[src/rtl/trg_pkg.sv]
`default_nettype none
package trg_pkg;
    // Parameter register offsets
    localparam logic [15:0] TRG_CMD_ADDR = 16'h0000;
    localparam logic [15:0] TRG_SEL_ADDR = 16'h9c40;
    localparam logic [15:0] TRG_DIR_ADDR = 16'h9ca4;
    localparam logic [15:0] TRG_TERM_ADDR = 16'h9cae;
    localparam logic [15:0] TRG_WIDTH_ADDR = 16'habe0;
    // Command and mode codes
    localparam logic [31:0] FORCE_EVENT_CMD = 32'h0000_0010;
    localparam logic [31:0] FREE_RUN_CODE = 32'h0000_0000;
    localparam logic [31:0] RISING_EDGE_CODE = 32'h0000_4e20;
    localparam logic [31:0] FALLING_EDGE_CODE = 32'h0000_4e2a;
    localparam logic [31:0] ANY_EDGE_CODE = 32'h0000_4e3e;
    localparam logic [31:0] LONG_HIGH_CODE = 32'h0000_4e21;
    localparam logic [31:0] SHORT_HIGH_CODE = 32'h0000_4e22;
    localparam logic [31:0] LONG_LOW_CODE = 32'h0000_4e2b;
    localparam logic [31:0] SHORT_LOW_CODE = 32'h0000_4e2c;
    localparam logic [31:0] PIN_OUT_CODE = 32'h0000_0001;
    localparam logic [31:0] TERM_50_CODE = 32'h0000_0001;
    // Reset values
    localparam logic [31:0] TRG_SEL_RST = 32'h0000_0000;
    localparam logic TRG_DIR_RST = 1'b0;
    localparam logic TRG_TERM_RST = 1'b0;
    // Pulse width limits and run counter
    localparam logic [7:0] WIDTH_MIN = 8'h02;
    localparam logic [7:0] WIDTH_MAX = 8'hff;
    localparam logic [7:0] WIDTH_RST = 8'h02;
    localparam int RUN_W = 9;
    localparam logic [RUN_W-1:0] RUN_ONE = 9'h001;
    localparam logic [RUN_W-1:0] RUN_MAX = 9'h100;
    typedef enum logic [1:0] {
        TRG_IDLE = 2'b00,
        TRG_ARMED = 2'b01,
        TRG_REC = 2'b10
    } trg_state_t;
endpackage
`default_nettype wire

[src/rtl/trg_ext_det.sv]
`default_nettype none
module trg_ext_det
    import trg_pkg::*;
(
    input wire logic clock,
    input wire logic rst,
    input wire logic pin_i,
    input wire logic [7:0] width,
    output logic rise,
    output logic fall,
    output logic long_high,
    output logic short_high,
    output logic long_low,
    output logic short_low
);
    logic sync1_q;
    logic sync2_q;
    logic prev_q;
    logic [RUN_W-1:0] run_q;
    logic [RUN_W-1:0] width_ext;
    logic chg;

    assign width_ext = {1'b0, width};
    assign chg = sync2_q != prev_q;

    // Two-stage synchroniser, then one stage for history
    always_ff @(posedge clock)
    begin
        if (rst)
        begin
            sync1_q <= 1'b0;
            sync2_q <= 1'b0;
            prev_q <= 1'b0;
        end
        else
        begin
            sync1_q <= pin_i;
            sync2_q <= sync1_q;
            prev_q <= sync2_q;
        end
    end

    // Length of the current level run, saturating
    always_ff @(posedge clock)
    begin
        if (rst)
            run_q <= RUN_ONE;
        else if (chg)
            run_q <= RUN_ONE;
        else if (run_q != RUN_MAX)
            run_q <= run_q + RUN_ONE;
    end

    // Registered event pulses
    always_ff @(posedge clock)
    begin
        if (rst)
        begin
            rise <= 1'b0;
            fall <= 1'b0;
            long_high <= 1'b0;
            short_high <= 1'b0;
            long_low <= 1'b0;
            short_low <= 1'b0;
        end
        else
        begin
            rise <= chg && sync2_q;
            fall <= chg && !sync2_q;
            // Fires once the run outlasts the width, never at its end
            long_high <= !chg && prev_q && run_q == width_ext;
            short_high <= chg && prev_q && run_q < width_ext;
            long_low <= !chg && !prev_q && run_q == width_ext;
            short_low <= chg && !prev_q && run_q < width_ext;
        end
    end

    a_sync_two: assert property (@(posedge clock) disable iff (rst)
        $rose(sync2_q) |=> rise)
        else $error("rising edge not reported one cycle after sync");
    a_long_span: assert property (@(posedge clock) disable iff (rst)
        long_high |-> $past(prev_q) && $past(run_q) == $past(width_ext))
        else $error("long high pulse reported at wrong run length");
endmodule
`default_nettype wire

[src/rtl/trg_mode_ctrl.sv]
`default_nettype none
module trg_mode_ctrl
    import trg_pkg::*;
(
    input wire logic clock,
    input wire logic rst,
    input wire logic param_wr,
    input wire logic param_rd,
    input wire logic [15:0] param_addr,
    input wire logic [31:0] param_wdata,
    output logic [31:0] param_rdata,
    input wire logic acq_start,
    input wire logic rec_done,
    input wire logic trig_pin_i,
    output logic trig_pin_o,
    output logic trig_pin_oe,
    output logic term_50_en,
    output logic ext_in_en,
    output logic trig_armed,
    output logic trig_event
);
    logic [31:0] cmd_q;
    logic [31:0] sel_q;
    logic dir_q;
    logic term_q;
    logic [7:0] width_q;
    trg_state_t state_q;
    trg_state_t state_d;
    logic trig_q;
    logic ext_mode;
    logic sw_mode;
    logic ext_hit;
    logic force_wr;
    logic fire;
    logic wr_width_ok;
    logic ev_rise;
    logic ev_fall;
    logic ev_lhi;
    logic ev_shi;
    logic ev_llo;
    logic ev_slo;

    trg_ext_det u_det (
        .clock(clock),
        .rst(rst),
        .pin_i(trig_pin_i),
        .width(width_q),
        .rise(ev_rise),
        .fall(ev_fall),
        .long_high(ev_lhi),
        .short_high(ev_shi),
        .long_low(ev_llo),
        .short_low(ev_slo)
    );

    // Mode decode and event selection
    always_comb
    begin
        ext_mode = 1'b1;
        ext_hit = 1'b0;
        case (sel_q)
            RISING_EDGE_CODE: ext_hit = ev_rise;
            FALLING_EDGE_CODE: ext_hit = ev_fall;
            ANY_EDGE_CODE: ext_hit = ev_rise || ev_fall;
            LONG_HIGH_CODE: ext_hit = ev_lhi;
            SHORT_HIGH_CODE: ext_hit = ev_shi;
            LONG_LOW_CODE: ext_hit = ev_llo;
            SHORT_LOW_CODE: ext_hit = ev_slo;
            default: ext_mode = 1'b0;
        endcase
    end

    assign sw_mode = sel_q == FREE_RUN_CODE;
    assign force_wr = param_wr && param_addr == TRG_CMD_ADDR
        && param_wdata == FORCE_EVENT_CMD;
    assign wr_width_ok = param_wdata >= {24'h0, WIDTH_MIN}
        && param_wdata <= {24'h0, WIDTH_MAX};
    // Trigger only from the armed state
    assign fire = state_q == TRG_ARMED
        && (sw_mode || ext_hit || force_wr);

    // Parameter register writes
    always_ff @(posedge clock)
    begin
        if (rst)
        begin
            cmd_q <= FREE_RUN_CODE;
            sel_q <= TRG_SEL_RST;
            dir_q <= TRG_DIR_RST;
            term_q <= TRG_TERM_RST;
            width_q <= WIDTH_RST;
        end
        else if (param_wr)
        begin
            case (param_addr)
                TRG_CMD_ADDR: cmd_q <= param_wdata;
                TRG_SEL_ADDR: sel_q <= param_wdata;
                TRG_DIR_ADDR: dir_q <= param_wdata == PIN_OUT_CODE;
                TRG_TERM_ADDR: term_q <= param_wdata == TERM_50_CODE;
                TRG_WIDTH_ADDR:
                begin
                    if (wr_width_ok)
                        width_q <= param_wdata[7:0];
                end
                default: ;
            endcase
        end
    end

    // Registered read data, zero for unmapped offsets
    always_ff @(posedge clock)
    begin
        if (rst)
            param_rdata <= 32'h0000_0000;
        else if (param_rd)
        begin
            case (param_addr)
                TRG_CMD_ADDR: param_rdata <= cmd_q;
                TRG_SEL_ADDR: param_rdata <= sel_q;
                TRG_DIR_ADDR: param_rdata <= {31'h0, dir_q};
                TRG_TERM_ADDR: param_rdata <= {31'h0, term_q};
                TRG_WIDTH_ADDR: param_rdata <= {24'h0, width_q};
                default: param_rdata <= 32'h0000_0000;
            endcase
        end
    end

    // Acquisition sequencing
    always_comb
    begin
        state_d = state_q;
        case (state_q)
            TRG_IDLE:
            begin
                if (acq_start)
                    state_d = TRG_ARMED;
            end
            TRG_ARMED:
            begin
                if (fire)
                    state_d = TRG_REC;
            end
            TRG_REC:
            begin
                if (rec_done)
                    state_d = TRG_ARMED;
            end
            default: state_d = TRG_IDLE;
        endcase
    end

    always_ff @(posedge clock)
    begin
        if (rst)
            state_q <= TRG_IDLE;
        else
            state_q <= state_d;
    end

    // One-cycle trigger pulse, registered from fire in the armed state
    always_ff @(posedge clock)
    begin
        if (rst)
            trig_q <= 1'b0;
        else
            trig_q <= fire;
    end

    // Connector direction, termination and status
    assign trig_pin_oe = dir_q && !ext_mode;
    assign trig_pin_o = trig_pin_oe && trig_q;
    assign term_50_en = ext_mode && term_q;
    assign ext_in_en = ext_mode;
    assign trig_armed = state_q == TRG_ARMED;
    assign trig_event = trig_q;

    a_sw_start: assert property (@(posedge clock) disable iff (rst)
        state_q == TRG_IDLE && acq_start && sw_mode && !param_wr
        |=> ##1 trig_q)
        else $error("free-run mode did not trigger after start");
    a_force_armed: assert property (@(posedge clock) disable iff (rst)
        force_wr |=> trig_q == ($past(state_q) == TRG_ARMED))
        else $error("force command misbehaved");
    a_pin_off: assert property (@(posedge clock) disable iff (rst)
        !dir_q |-> !trig_pin_oe && !trig_pin_o)
        else $error("driver enabled with direction zero");
    a_pin_drive: assert property (@(posedge clock) disable iff (rst)
        dir_q && !ext_mode && trig_q |-> trig_pin_oe && trig_pin_o)
        else $error("internal trigger not driven out");
    a_ext_input: assert property (@(posedge clock) disable iff (rst)
        ext_in_en |-> !trig_pin_oe)
        else $error("connector driven in external mode");
    a_term_sel: assert property (@(posedge clock) disable iff (rst)
        term_50_en == (ext_in_en && term_q))
        else $error("termination select wrong");
    a_one_shot: assert property (@(posedge clock) disable iff (rst)
        trig_q |-> !trig_q [*1] ##0 1 or state_q == TRG_REC ##1 1)
        else $error("trigger pulse longer than one cycle");
    a_rearm_wait: assert property (@(posedge clock) disable iff (rst)
        state_q == TRG_REC && !rec_done |=> !trig_q)
        else $error("trigger while recording");
    a_width_range: assert property (@(posedge clock) disable iff (rst)
        width_q >= WIDTH_MIN)
        else $error("pulse width below minimum");
    a_rise_hit: assert property (@(posedge clock) disable iff (rst)
        state_q == TRG_ARMED && sel_q == RISING_EDGE_CODE && ev_rise
        |=> trig_q)
        else $error("rising edge mode missed an edge");
endmodule
`default_nettype wire

[config.mk]
export PLATFORM = sky130hd
export DESIGN_NAME = trg_mode_ctrl
export DESIGN_NICKNAME = d
export VERILOG_FILES = /design/src/rtl/trg_pkg.sv /design/src/rtl/trg_ext_det.sv /design/src/rtl/trg_mode_ctrl.sv
export SDC_FILE = /design/constraint.sdc
export NUM_CORES = 1
export LEC_CHECK = 0
export BUFFER_PORTS_ARGS = -buffer_cell sky130_fd_sc_hd__buf_4
export CORE_AREA = 3 3 117 119
export CTS_CLUSTER_DIAMETER = 150
export DETAILED_ROUTE_END_ITERATION = 10
export DIE_AREA = 0 0 120 122
export GPL_TIMING_DRIVEN = 1
export PLACE_DENSITY_LB_ADDON = 0.3
export SLEW_MARGIN = 20
export SYNTH_ARGS = -nofsm -noshare
export SYNTH_HDL_FRONTEND = slang
export SYNTH_SLANG_ARGS = --single-unit
[constraint.sdc]
create_clock -name clock -period 1.6 [get_ports clock]
set_input_delay 0.16 -clock clock [delete_from_list [all_inputs] [get_ports clock]]
set_output_delay 0.16 -clock clock [all_outputs]
set_load 0.02 [all_outputs]
==> out/metrics.cfg, run 1 <==
[status]
status = finished with violations
violations = negative setup slack

[floorplan]
dieArea_mm2 = 0.01464
die_y_um = 122
core.rowCount = 41
io_pins = 93
core-area_mm2 = 0.01267
die_w_um = 120
start_util_pct = 44.65

[sta]
finalHoldViolations = 0
rsz0062_at_grt = yes
layout_min_cycle_time_ns = 2.288
holdWs_ns = 0.02284
setup_violations = 7
relSlewSlack_pct = 61.17
finalCritPeriodShare_pct = 143.0
max_freq_mhz = 437.1
finalMaxSlewViolations = 0
finClkSkew_ns = 0.007331
setup_ws_ns = -0.6881
tightest_slew_ns = 0.5812

[logic_synthesis]
synthArstFlopShare_pct = 0
synth_edf_count = 0
synth.top_cell.area_share_pct = 44.94
synth.distinct_cells = 47
ys.flop_type = dfxtp_1
synth_top_area_cell = dfxtp_1
synth_fp_nets = 755
yosysWarnings = 0
yosys-top-cells-area = dfxtp_1 (45%), a21oi_1 (7.4%), nand2_1 (7.2%)
synth_cells = 684
netlist_area_mm2 = 0.005658
ys_seq_elements = 127
avgSynthCellArea_um2 = 8.272
synth_seq_area_share_pct = 44.94

[critical_path]
reg2reg_depth = 7
arrival_ns = 2.13
r2r-end = state_q[0]
cp-end-kind = primary output
critical_path_class = flip-flop to primary output
cp-start-kind = flip-flop
critPathMaxFanout = 3
cp-startpoint = sel_q[18]
timing.rr.start = sel_q[18]
r2r_setup_slack_ns = -0.30
required_ns = 1.44
crit_end = trig_pin_o

[finish]
regArea_mm2 = 0.002550
multi_input_area_mm2 = 0.002937
drive_above_1_share_pct = 30.25
nFillCells = 1034
synthToLayoutAreaGrowth_pct = 43.70
nets = 924
finalNonFillerCells = 1038
final_cell_area_mm2 = 0.008130
diodes = 0

[clock_tree]
cts_buffer_depth = 2
htree_levels = 4
clk_pin_slew_ns = 0.06
cts_tree = yes
cts_num_sinks = 127
cts_buffers = 17
clk_latency_ns = 0.42
cts-root-buf = clkbuf_16

[placed_design]
postPlaceCellArea_mm2 = 0.007286
gp_congestion = 0.8378
post-dp-hpwl_um = 11690
numPortBuffers = 92
dpl.cell_count = 1003

[routing]
ant_nets = 0
drc = 0
drt-total-wl_um = 16740
firstDrtPassIters = 8
drt_iter0_markers = 585
vias = 5747
wire_per_inst_um = 16.12
viasPerCell = 5.537

[pwr]
power_w = 0.008342
p_leak_nw = 3.189
power_switching_w = 0.001679
p_seq_share_pct = 38.4
combPwrFrac_pct = 6.1
vdd_drop_max_mv = 0.7307
pwr-share-clk_pct = 55.5
power.density_mw_per_mm2 = 1026
internal_power_w = 0.006663
swShare_pct = 20.13

[grt]
grt_pass1_wl_um = 26970
grt_usage_pct = 22.94
grt_pass1_vias = 5642
grt_max_degree = 49
antenna_found_initial = 0
overflow = 0

[run]
drv_cap = 0

[worst_hold_path]
min_path_type = primary input to flip-flop

-- placed cells by master (no fill, tap or decap), types with 3 or more instances in the layout --
| cell type | netlist | routed |
|---|---|---|
| nor3_1 | 9 | 8 |
| dfxtp_1 | 127 | 121 |
| or4_4 | 1 | 4 |
| nor4_2 | 1 | 4 |
| nor2b_1 | 12 | 11 |
| clkbuf_16 | 0 | 17 |
| and2_1 | 6 | 4 |
| buf_4 | 13 | 186 |
| a22oi_1 | 38 | 38 |
| inv_1 | 15 | 15 |
| buf_12 | 0 | 11 |
| bufinv_16 | 0 | 7 |
| ha_1 | 16 | 16 |
| xor2_1 | 7 | 7 |
| clkbuf_8 | 0 | 4 |
| nor4_1 | 16 | 11 |
| mux2i_1 | 11 | 11 |
| a21oi_1 | 84 | 83 |
| nand3_1 | 71 | 71 |
| nand2_1 | 108 | 108 |
| xnor2_1 | 3 | 3 |
| nor2_1 | 30 | 28 |
| nand4_1 | 11 | 11 |
| o21ai_1 | 16 | 20 |
| dfxtp_2 | 0 | 6 |
| nor4_4 | 3 | 5 |
| o21ai_0 | 15 | 10 |
-- cells by family after synthesis --
kind of cell	share of synthesized area [%]
AO/OA/AOI/OAI	17.23
flip-flops	44.94
AND/OR/NAND/NOR	25.41
adder cells (fa/ha/maj)	3.538
multiplexers	1.946
buffers and inverters	5.396
XOR/XNOR	1.548
-- state kept, by name (all words and copies together) (netlist names), 2 cells and up --
| signal | flops |
|---|---|
| sel_q | 32 |
| state_q | 2 |
| width_q | 8 |
| cmd_q | 32 |
| param_rdata | 32 |
| u_det.run_q | 9 |
-- cell usage after synthesis (all sizes together) (3+ instances only) --
| master | count |
|---|---|
| nor4b | 3 |
| and2 | 6 |
| nor3 | 9 |
| xor2 | 7 |
| nor2 | 30 |
| dfxtp | 127 |
| xnor2 | 3 |
| ha | 16 |
| clkbuf | 36 |
| a22oi | 38 |
| o21ai | 31 |
| buf | 15 |
| a21oi | 84 |
| nor2b | 12 |
| mux2i | 11 |
| nand3 | 71 |
| or4 | 4 |
| inv | 15 |
| nand4 | 11 |
| nor4 | 20 |
| nand2 | 108 |
-- power by group through the flow --
stage | Clock, W | Combinational (W) | Sequential [W]
4_1_cts | 0.00466 | 0.000490 | 0.00320
2_1_floorplan | 0 | 0.000188 | 0.00327
5_1_grt | 0.00483 | 0.000546 | 0.00320
3_5_place_dp | 0 | 0.000479 | 0.00327
6_report | 0.00463 | 0.000506 | 0.00320
3_3_place_gp | 0 | 0.000463 | 0.00327
-- final cells by class --
class / count / share of cell area [%]
well taps: 172 / 2.647
clock buffers: 22 / 5.956
flip-flops and latches: 127 / 31.36
clock inverters: 10 / 2.816
inverters: 15 / 0.6925
repair buffers: 201 / 20.41
multi-input cells: 491 / 36.12
-- worst min path at each step --
stage	startpoint	end	depth (start not counted)
after floorplan	param_rd	param_rdata[0]	1
after global placement	trig_pin_i	u_det.sync1_q	2
after detailed placement	trig_pin_i	u_det.sync1_q	2
after CTS	param_wdata[12]	sel_q[12]	3
after global routing	param_wdata[12]	sel_q[12]	3
final	param_wdata[12]	sel_q[12]	3
-- per-layer routing --
| metal | track usage, % | vias up | part of all wire [%] |
|---|---|---|---|
| met1 | 28.31 | 2765 | 43 |
| met3 | 6.360 | 25 | 5.9 |
| met2 | 38.60 | 187 | 49 |
| met4 | 8.089 | 0 | 1.8 |
| met5 | 0 | - | 0 |
| li1 | - | 2770 | - |
-- worst max-delay path, cell delays in order (launching register included) --
cell	delay [ns]
dfxtp_2	0.33
nor4_4	0.26
nand2_1	0.14
or4_4	0.52
nor2_4	0.15
nor2b_4	0.05
and2_4	0.13
buf_6	0.12
-- stage by stage --
| step | utilization (%) | setup WS [ns] | setup TNS (ns) |
|---|---|---|---|
| after CTS | 63.77 | -0.7408 | -4.085 |
| after floorplan | - | -0.2147 | -1.190 |
| after global routing | 64.17 | -0.7652 | -3.909 |
| after detailed placement | 57.50 | -0.4366 | -22.07 |
| final | 64.17 | -0.6881 | -3.400 |
| after global placement | 57.50 | -0.4522 | -17.91 |
-- timing repair --
action	CTS	global route
pin swaps	10	9
hold buffers	2	0
endpoints found under the hold margin	2	0
setup buffers	2	0
resized for setup	12	16
endpoints found under the setup margin	11	15
Note: power is estimated with default switching activity, not from simulation.
==> run 2, diff against run 1 <==
Settings changed: CORE_AREA 3 3 117 119 to 3 3 134 104, CTS_BUF_LIST from default to sky130_fd_sc_hd__clkbuf_8 sky130_fd_sc_hd__clkbuf_16, DIE_AREA 0 0 120 122 to 0 0 137 107, PLACE_DENSITY from default to 0.67, PLACE_DENSITY_LB_ADDON 0.3 to default.
==> run 2 against run 1 <==
Combinational power decreased by 3%. Largest power group unchanged. Critical endpoint unchanged. Final cell count decreased by 1.2%. Via count decreased by 1.5%. Clock skew about the same. Routed wire length increased by 0.88%. The run still ends with negative setup slack left. Setup slack got worse by 0.045 ns. Sequential share of layout area increased by 0.72 points. Die area increased by 0.13%. Total power decreased by 6.5%. Global-route usage increased by 0.75 points. Largest cell class unchanged. Count of clock-buffer cells in the layout decreased by 2. Fmax decreased by 1.9%.
==> out/metrics.cfg, run 2 (synthesis results as in run 1) <==
[clock_tree]
clk_pin_slew_ns = 0.06
cts-root-buf = clkbuf_16
cts_buffers = 17
cts_num_sinks = 127
clk_latency_ns = 0.42
cts_buffer_depth = 2
cts_tree = yes
htree_levels = 4

[critical_path]
cp-end-kind = primary output
required_ns = 1.44
arrival_ns = 2.17
cp-start-kind = flip-flop
critical_path_class = flip-flop to primary output
critPathMaxFanout = 3

[floorplan]
io_pins = 93
start_util_pct = 44.23
dieArea_mm2 = 0.01466
core-area_mm2 = 0.01279
die_w_um = 137
core.rowCount = 36
die_y_um = 107

[sta]
tightest_slew_ns = 0.6002
setup_violations = 7
max_freq_mhz = 428.5
tns_ns = -3.769
setup_ws_ns = -0.7335
finalCritPeriodShare_pct = 145.8
finalMaxSlewViolations = 0
finalHoldViolations = 0
rsz0062_at_grt = yes
holdWs_ns = 0.01988
layout_min_cycle_time_ns = 2.333
finClkSkew_ns = 0.007335
relSlewSlack_pct = 59.62

[finish]
regArea_mm2 = 0.002545
layout_common_cells = buf_4 (177), dfxtp_1 (125), nand2_1 (107)
top_regs = cmd_q x32, param_rdata x32, sel_q x32
nets = 913
diodes = 0
multi_input_area_mm2 = 0.002948
final_common_cell = buf_4
drive_above_1_share_pct = 28.54
nFillCells = 1099
final_cell_area_mm2 = 0.007931
synthToLayoutAreaGrowth_pct = 40.18

[pwr]
pwr-share-clk_pct = 52.6
power_switching_w = 0.001678
vdd_drop_max_mv = 0.7910
power.density_mw_per_mm2 = 983.1
power_w = 0.007797
internal_power_w = 0.006119
p_leak_nw = 3.092
combPwrFrac_pct = 6.3
p_seq_share_pct = 41.1
swShare_pct = 21.53

[routing]
drt-total-wl_um = 16880
vias = 5659
ant_nets = 0
wl_met2_um = 7442
dr_wl_met3_um = 1196
drt-met1-wl_um = 8058
viasPerCell = 5.516
top_layer = met4
wire_per_inst_um = 16.46
drc = 0
firstDrtPassIters = 5
drt_iter0_markers = 615

[placed_design]
numPortBuffers = 92
post-dp-hpwl_um = 11980
preCtsSetupSlack_ns = -0.5398
postPlaceCellArea_mm2 = 0.007137
gp_congestion = 0.8512

[grt]
grt_pass1_wl_um = 27260
grt_max_degree = 69
grt_usage_pct = 23.69
overflow = 0
grt_pass1_vias = 5429
antenna_found_initial = 0

[run]
drv_cap = 0

[worst_hold_path]
min_path_type = primary input to flip-flop

[status]
status = finished with violations
violations = negative setup slack

[run 2: per-layer routing]
metal	GRT usage [%]	up-vias
met2	34.64	218
li1	-	2743
met5	0	-
met4	7.764	0
met3	5.113	14
met1	34.58	2684
[run 2: final cells by class]
cell class,count,share of cell area [%]
clock buffers,20,5.884
well taps,171,2.698
flip-flops and latches,127,32.09
clock inverters,12,2.114
multi-input cells,491,37.17
repair buffers,190,19.34
inverters,15,0.7099
[run 2: path summary, 6_finish.rpt]
path | cells after the start | slack, ns | to | start
worst max register to register | 8 | -0.34 | state_q[0] | sel_q[8]
worst min-delay path | 3 | 0.02 | sel_q[15] | param_wdata[15]
worst max-delay path | 7 | -0.73 | trig_pin_o | sel_q[19]
worst min register to register | 2 | 0.45 | param_rdata[18] | param_rdata[18]
[run 2: critical path: stages (launching register included)]
cell	delay, ns
dfxtp_2	0.33
nor4_4	0.27
nand3_1	0.13
or4_4	0.52
nor2_4	0.17
nor2b_4	0.06
and2_4	0.15
buf_6	0.12
[run 2: power by group through the flow]
stage / sequential, W / clock, W / combinational (W)
2_1_floorplan: 0.00327 / 0 / 0.000188
3_3_place_gp: 0.00327 / 0 / 0.000458
3_5_place_dp: 0.00327 / 0 / 0.000467
6_report: 0.00320 / 0.00410 / 0.000490
4_1_cts: 0.00320 / 0.00413 / 0.000475
5_1_grt: 0.00320 / 0.00429 / 0.000530
[run 2: what timing repair did]
item / CTS / global route
pin swaps: 8 / 10
gates resized for setup: 12 / 12
hold buffers: 2 / 0
buffers inserted: 2 / 1
endpoints found under the setup margin: 14 / 19
hold endpoints to repair: 2 / 0
[run 2: per-stage QoR]
stage | util, % | instances
floorplan | - | 684
global placement | 55.79 | 989
detailed placement | 55.79 | 989
CTS | 61.58 | 1025
global route | 62.00 | 1026
finish | 62.00 | 1026
==> run 3, diff against run 2 <==
Settings changed: CORE_AREA 3 3 134 104 to 3 3 117 119, DIE_AREA 0 0 137 107 to 0 0 120 122, SETUP_SLACK_MARGIN from default to 0.1.
==> run 3 against run 2 <==
The run still ends with negative setup slack left. Routed wire length is 10% higher. Final cell count increased by 1.9%. Global-route usage down 1.5 points. Critical path depth unchanged. Non-clock buffer count grew 18. Via count increased by 4.5%. First-iteration DRC count fell by 14%. Largest power group unchanged. Critical path type unchanged.
==> out/metrics.cfg, run 3 (synthesis results as in run 1) <==
[critical_path]
arrival_ns = 2.17
cp-end-kind = primary output
required_ns = 1.44
critPathMaxFanout = 3
cp-start-kind = flip-flop
critical_path_class = flip-flop to primary output

[placed_design]
post-dp-hpwl_um = 11380
numPortBuffers = 92
gp_congestion = 0.8076

[finish]
layout_common_cells = buf_4 (175), dfxtp_1 (122), nand2_1 (77)
nets = 931
regArea_mm2 = 0.002549
nFillCells = 927
final_common_cell = buf_4
top_regs = cmd_q x32, param_rdata x32, sel_q x32
diodes = 0
drive_above_1_share_pct = 43.99
multi_input_area_mm2 = 0.003616
synthToLayoutAreaGrowth_pct = 57.96

[floorplan]
core.rowCount = 41
dieArea_mm2 = 0.01464
die_w_um = 120
start_util_pct = 44.65
die_y_um = 122
core-area_mm2 = 0.01267
io_pins = 93

[routing]
wire_per_inst_um = 17.83
drt_iter0_markers = 531
drt-total-wl_um = 18640
viasPerCell = 5.661
ant_nets = 0
vias = 5916
drc = 0
firstDrtPassIters = 6

[clock_tree]
cts_num_sinks = 127
clk_pin_slew_ns = 0.06
cts_buffer_depth = 2
cts_tree = yes
clk_latency_ns = 0.42
cts-root-buf = clkbuf_16
cts_buffers = 17
htree_levels = 4

[worst_hold_path]
min_path_type = primary input to flip-flop

[grt]
grt_pass1_vias = 5288
antenna_found_initial = 0
busiest_layer = met2
grt_max_degree = 69
grt_usage_pct = 22.19
use_met1_pct = 28.43
met2_usage_pct = 36.64
overflow = 0
met3_usage_pct = 5.478
grt_pass1_wl_um = 26160

[sta]
finClkSkew_ns = 0.005980
max_freq_mhz = 429.8
tightest_slew_ns = 0.6311
finalMaxSlewViolations = 0
setup_violations = 7
setup_ws_ns = -0.7266
tns_ns = -3.813
relSlewSlack_pct = 57.84
layout_min_cycle_time_ns = 2.327
finalCritPeriodShare_pct = 145.4
finalHoldViolations = 0
rsz0062_at_grt = yes

[pwr]
power_w = 0.007632
power.density_mw_per_mm2 = 854.0
vdd_drop_max_mv = 0.8322
p_leak_nw = 3.295

[status]
status = finished with violations
violations = negative setup slack

[run]
drv_cap = 0

run 3: per-stage QoR:
step	hold WS [ns]	cell area, um2	util [%]	setup slack, ns	std cells
floorplan	0.2687	5987	-	-0.2147	684
global placement	0.3742	7406	58.45	-0.3646	992
detailed placement	0.4017	7406	58.45	-0.3959	992
CTS	0.01234	8087	63.82	-0.7863	1027
global route	0.01431	8937	70.53	-0.7852	1045
finish	0.01858	8937	70.53	-0.7266	1045
run 3: critical path: stages (launching register included):
cell	delay, ns
dfxtp_1	0.34
nor4_4	0.28
nand2_1	0.12
or4_4	0.54
nor2_4	0.15
nor2b_4	0.05
and2_4	0.13
buf_6	0.12
run 3: worst paths after layout:
check             startpoint              end  slack [ns]  cells after the start
max                sel_q[16]       trig_pin_o       -0.73                      7
min reg2reg  param_rdata[13]  param_rdata[13]        0.45                      2
max reg2reg        sel_q[30]       state_q[0]       -0.39                      6
min          param_wdata[19]        cmd_q[19]        0.02                      3
run 3: layout make-up:
type / instances / area share (%)
Timing Repair Buffer: 208 / 21.22
Multi-Input combinational cell: 491 / 40.46
Sequential cell: 127 / 28.52
Tap cell: 172 / 2.408
Clock inverter: 10 / 1.232
Clock buffer: 22 / 5.530
Inverter: 15 / 0.6300
run 3: layer usage:
metal	up-vias	part of all wire [%]
met4	0	2.2
met5	-	0
li1	2797	-
met1	2851	42
met2	229	50
met3	39	5.8
run 3: power breakdown:
| group | switching (W) | total, W | leakage [nW] | internal [W] |
|---|---|---|---|---|
| Combinational | 0.000304 | 0.000546 | 1.97 | 0.000241 |
| Clock | 0.00140 | 0.00388 | 0.295 | 0.00248 |
| Sequential | 0.0000184 | 0.00320 | 1.03 | 0.00319 |
| Total | 0.00172 | 0.00763 | 3.30 | 0.00591 |
run 3: repair_timing:
item | in CTS | in global routing
gates cloned | 0 | 10
pin swaps | 5 | 70
resized for setup | 12 | 140
setup endpoints to repair | 16 | 71
hold endpoints to repair | 2 | 0
hold buffers | 2 | 0
setup buffers | 1 | 8
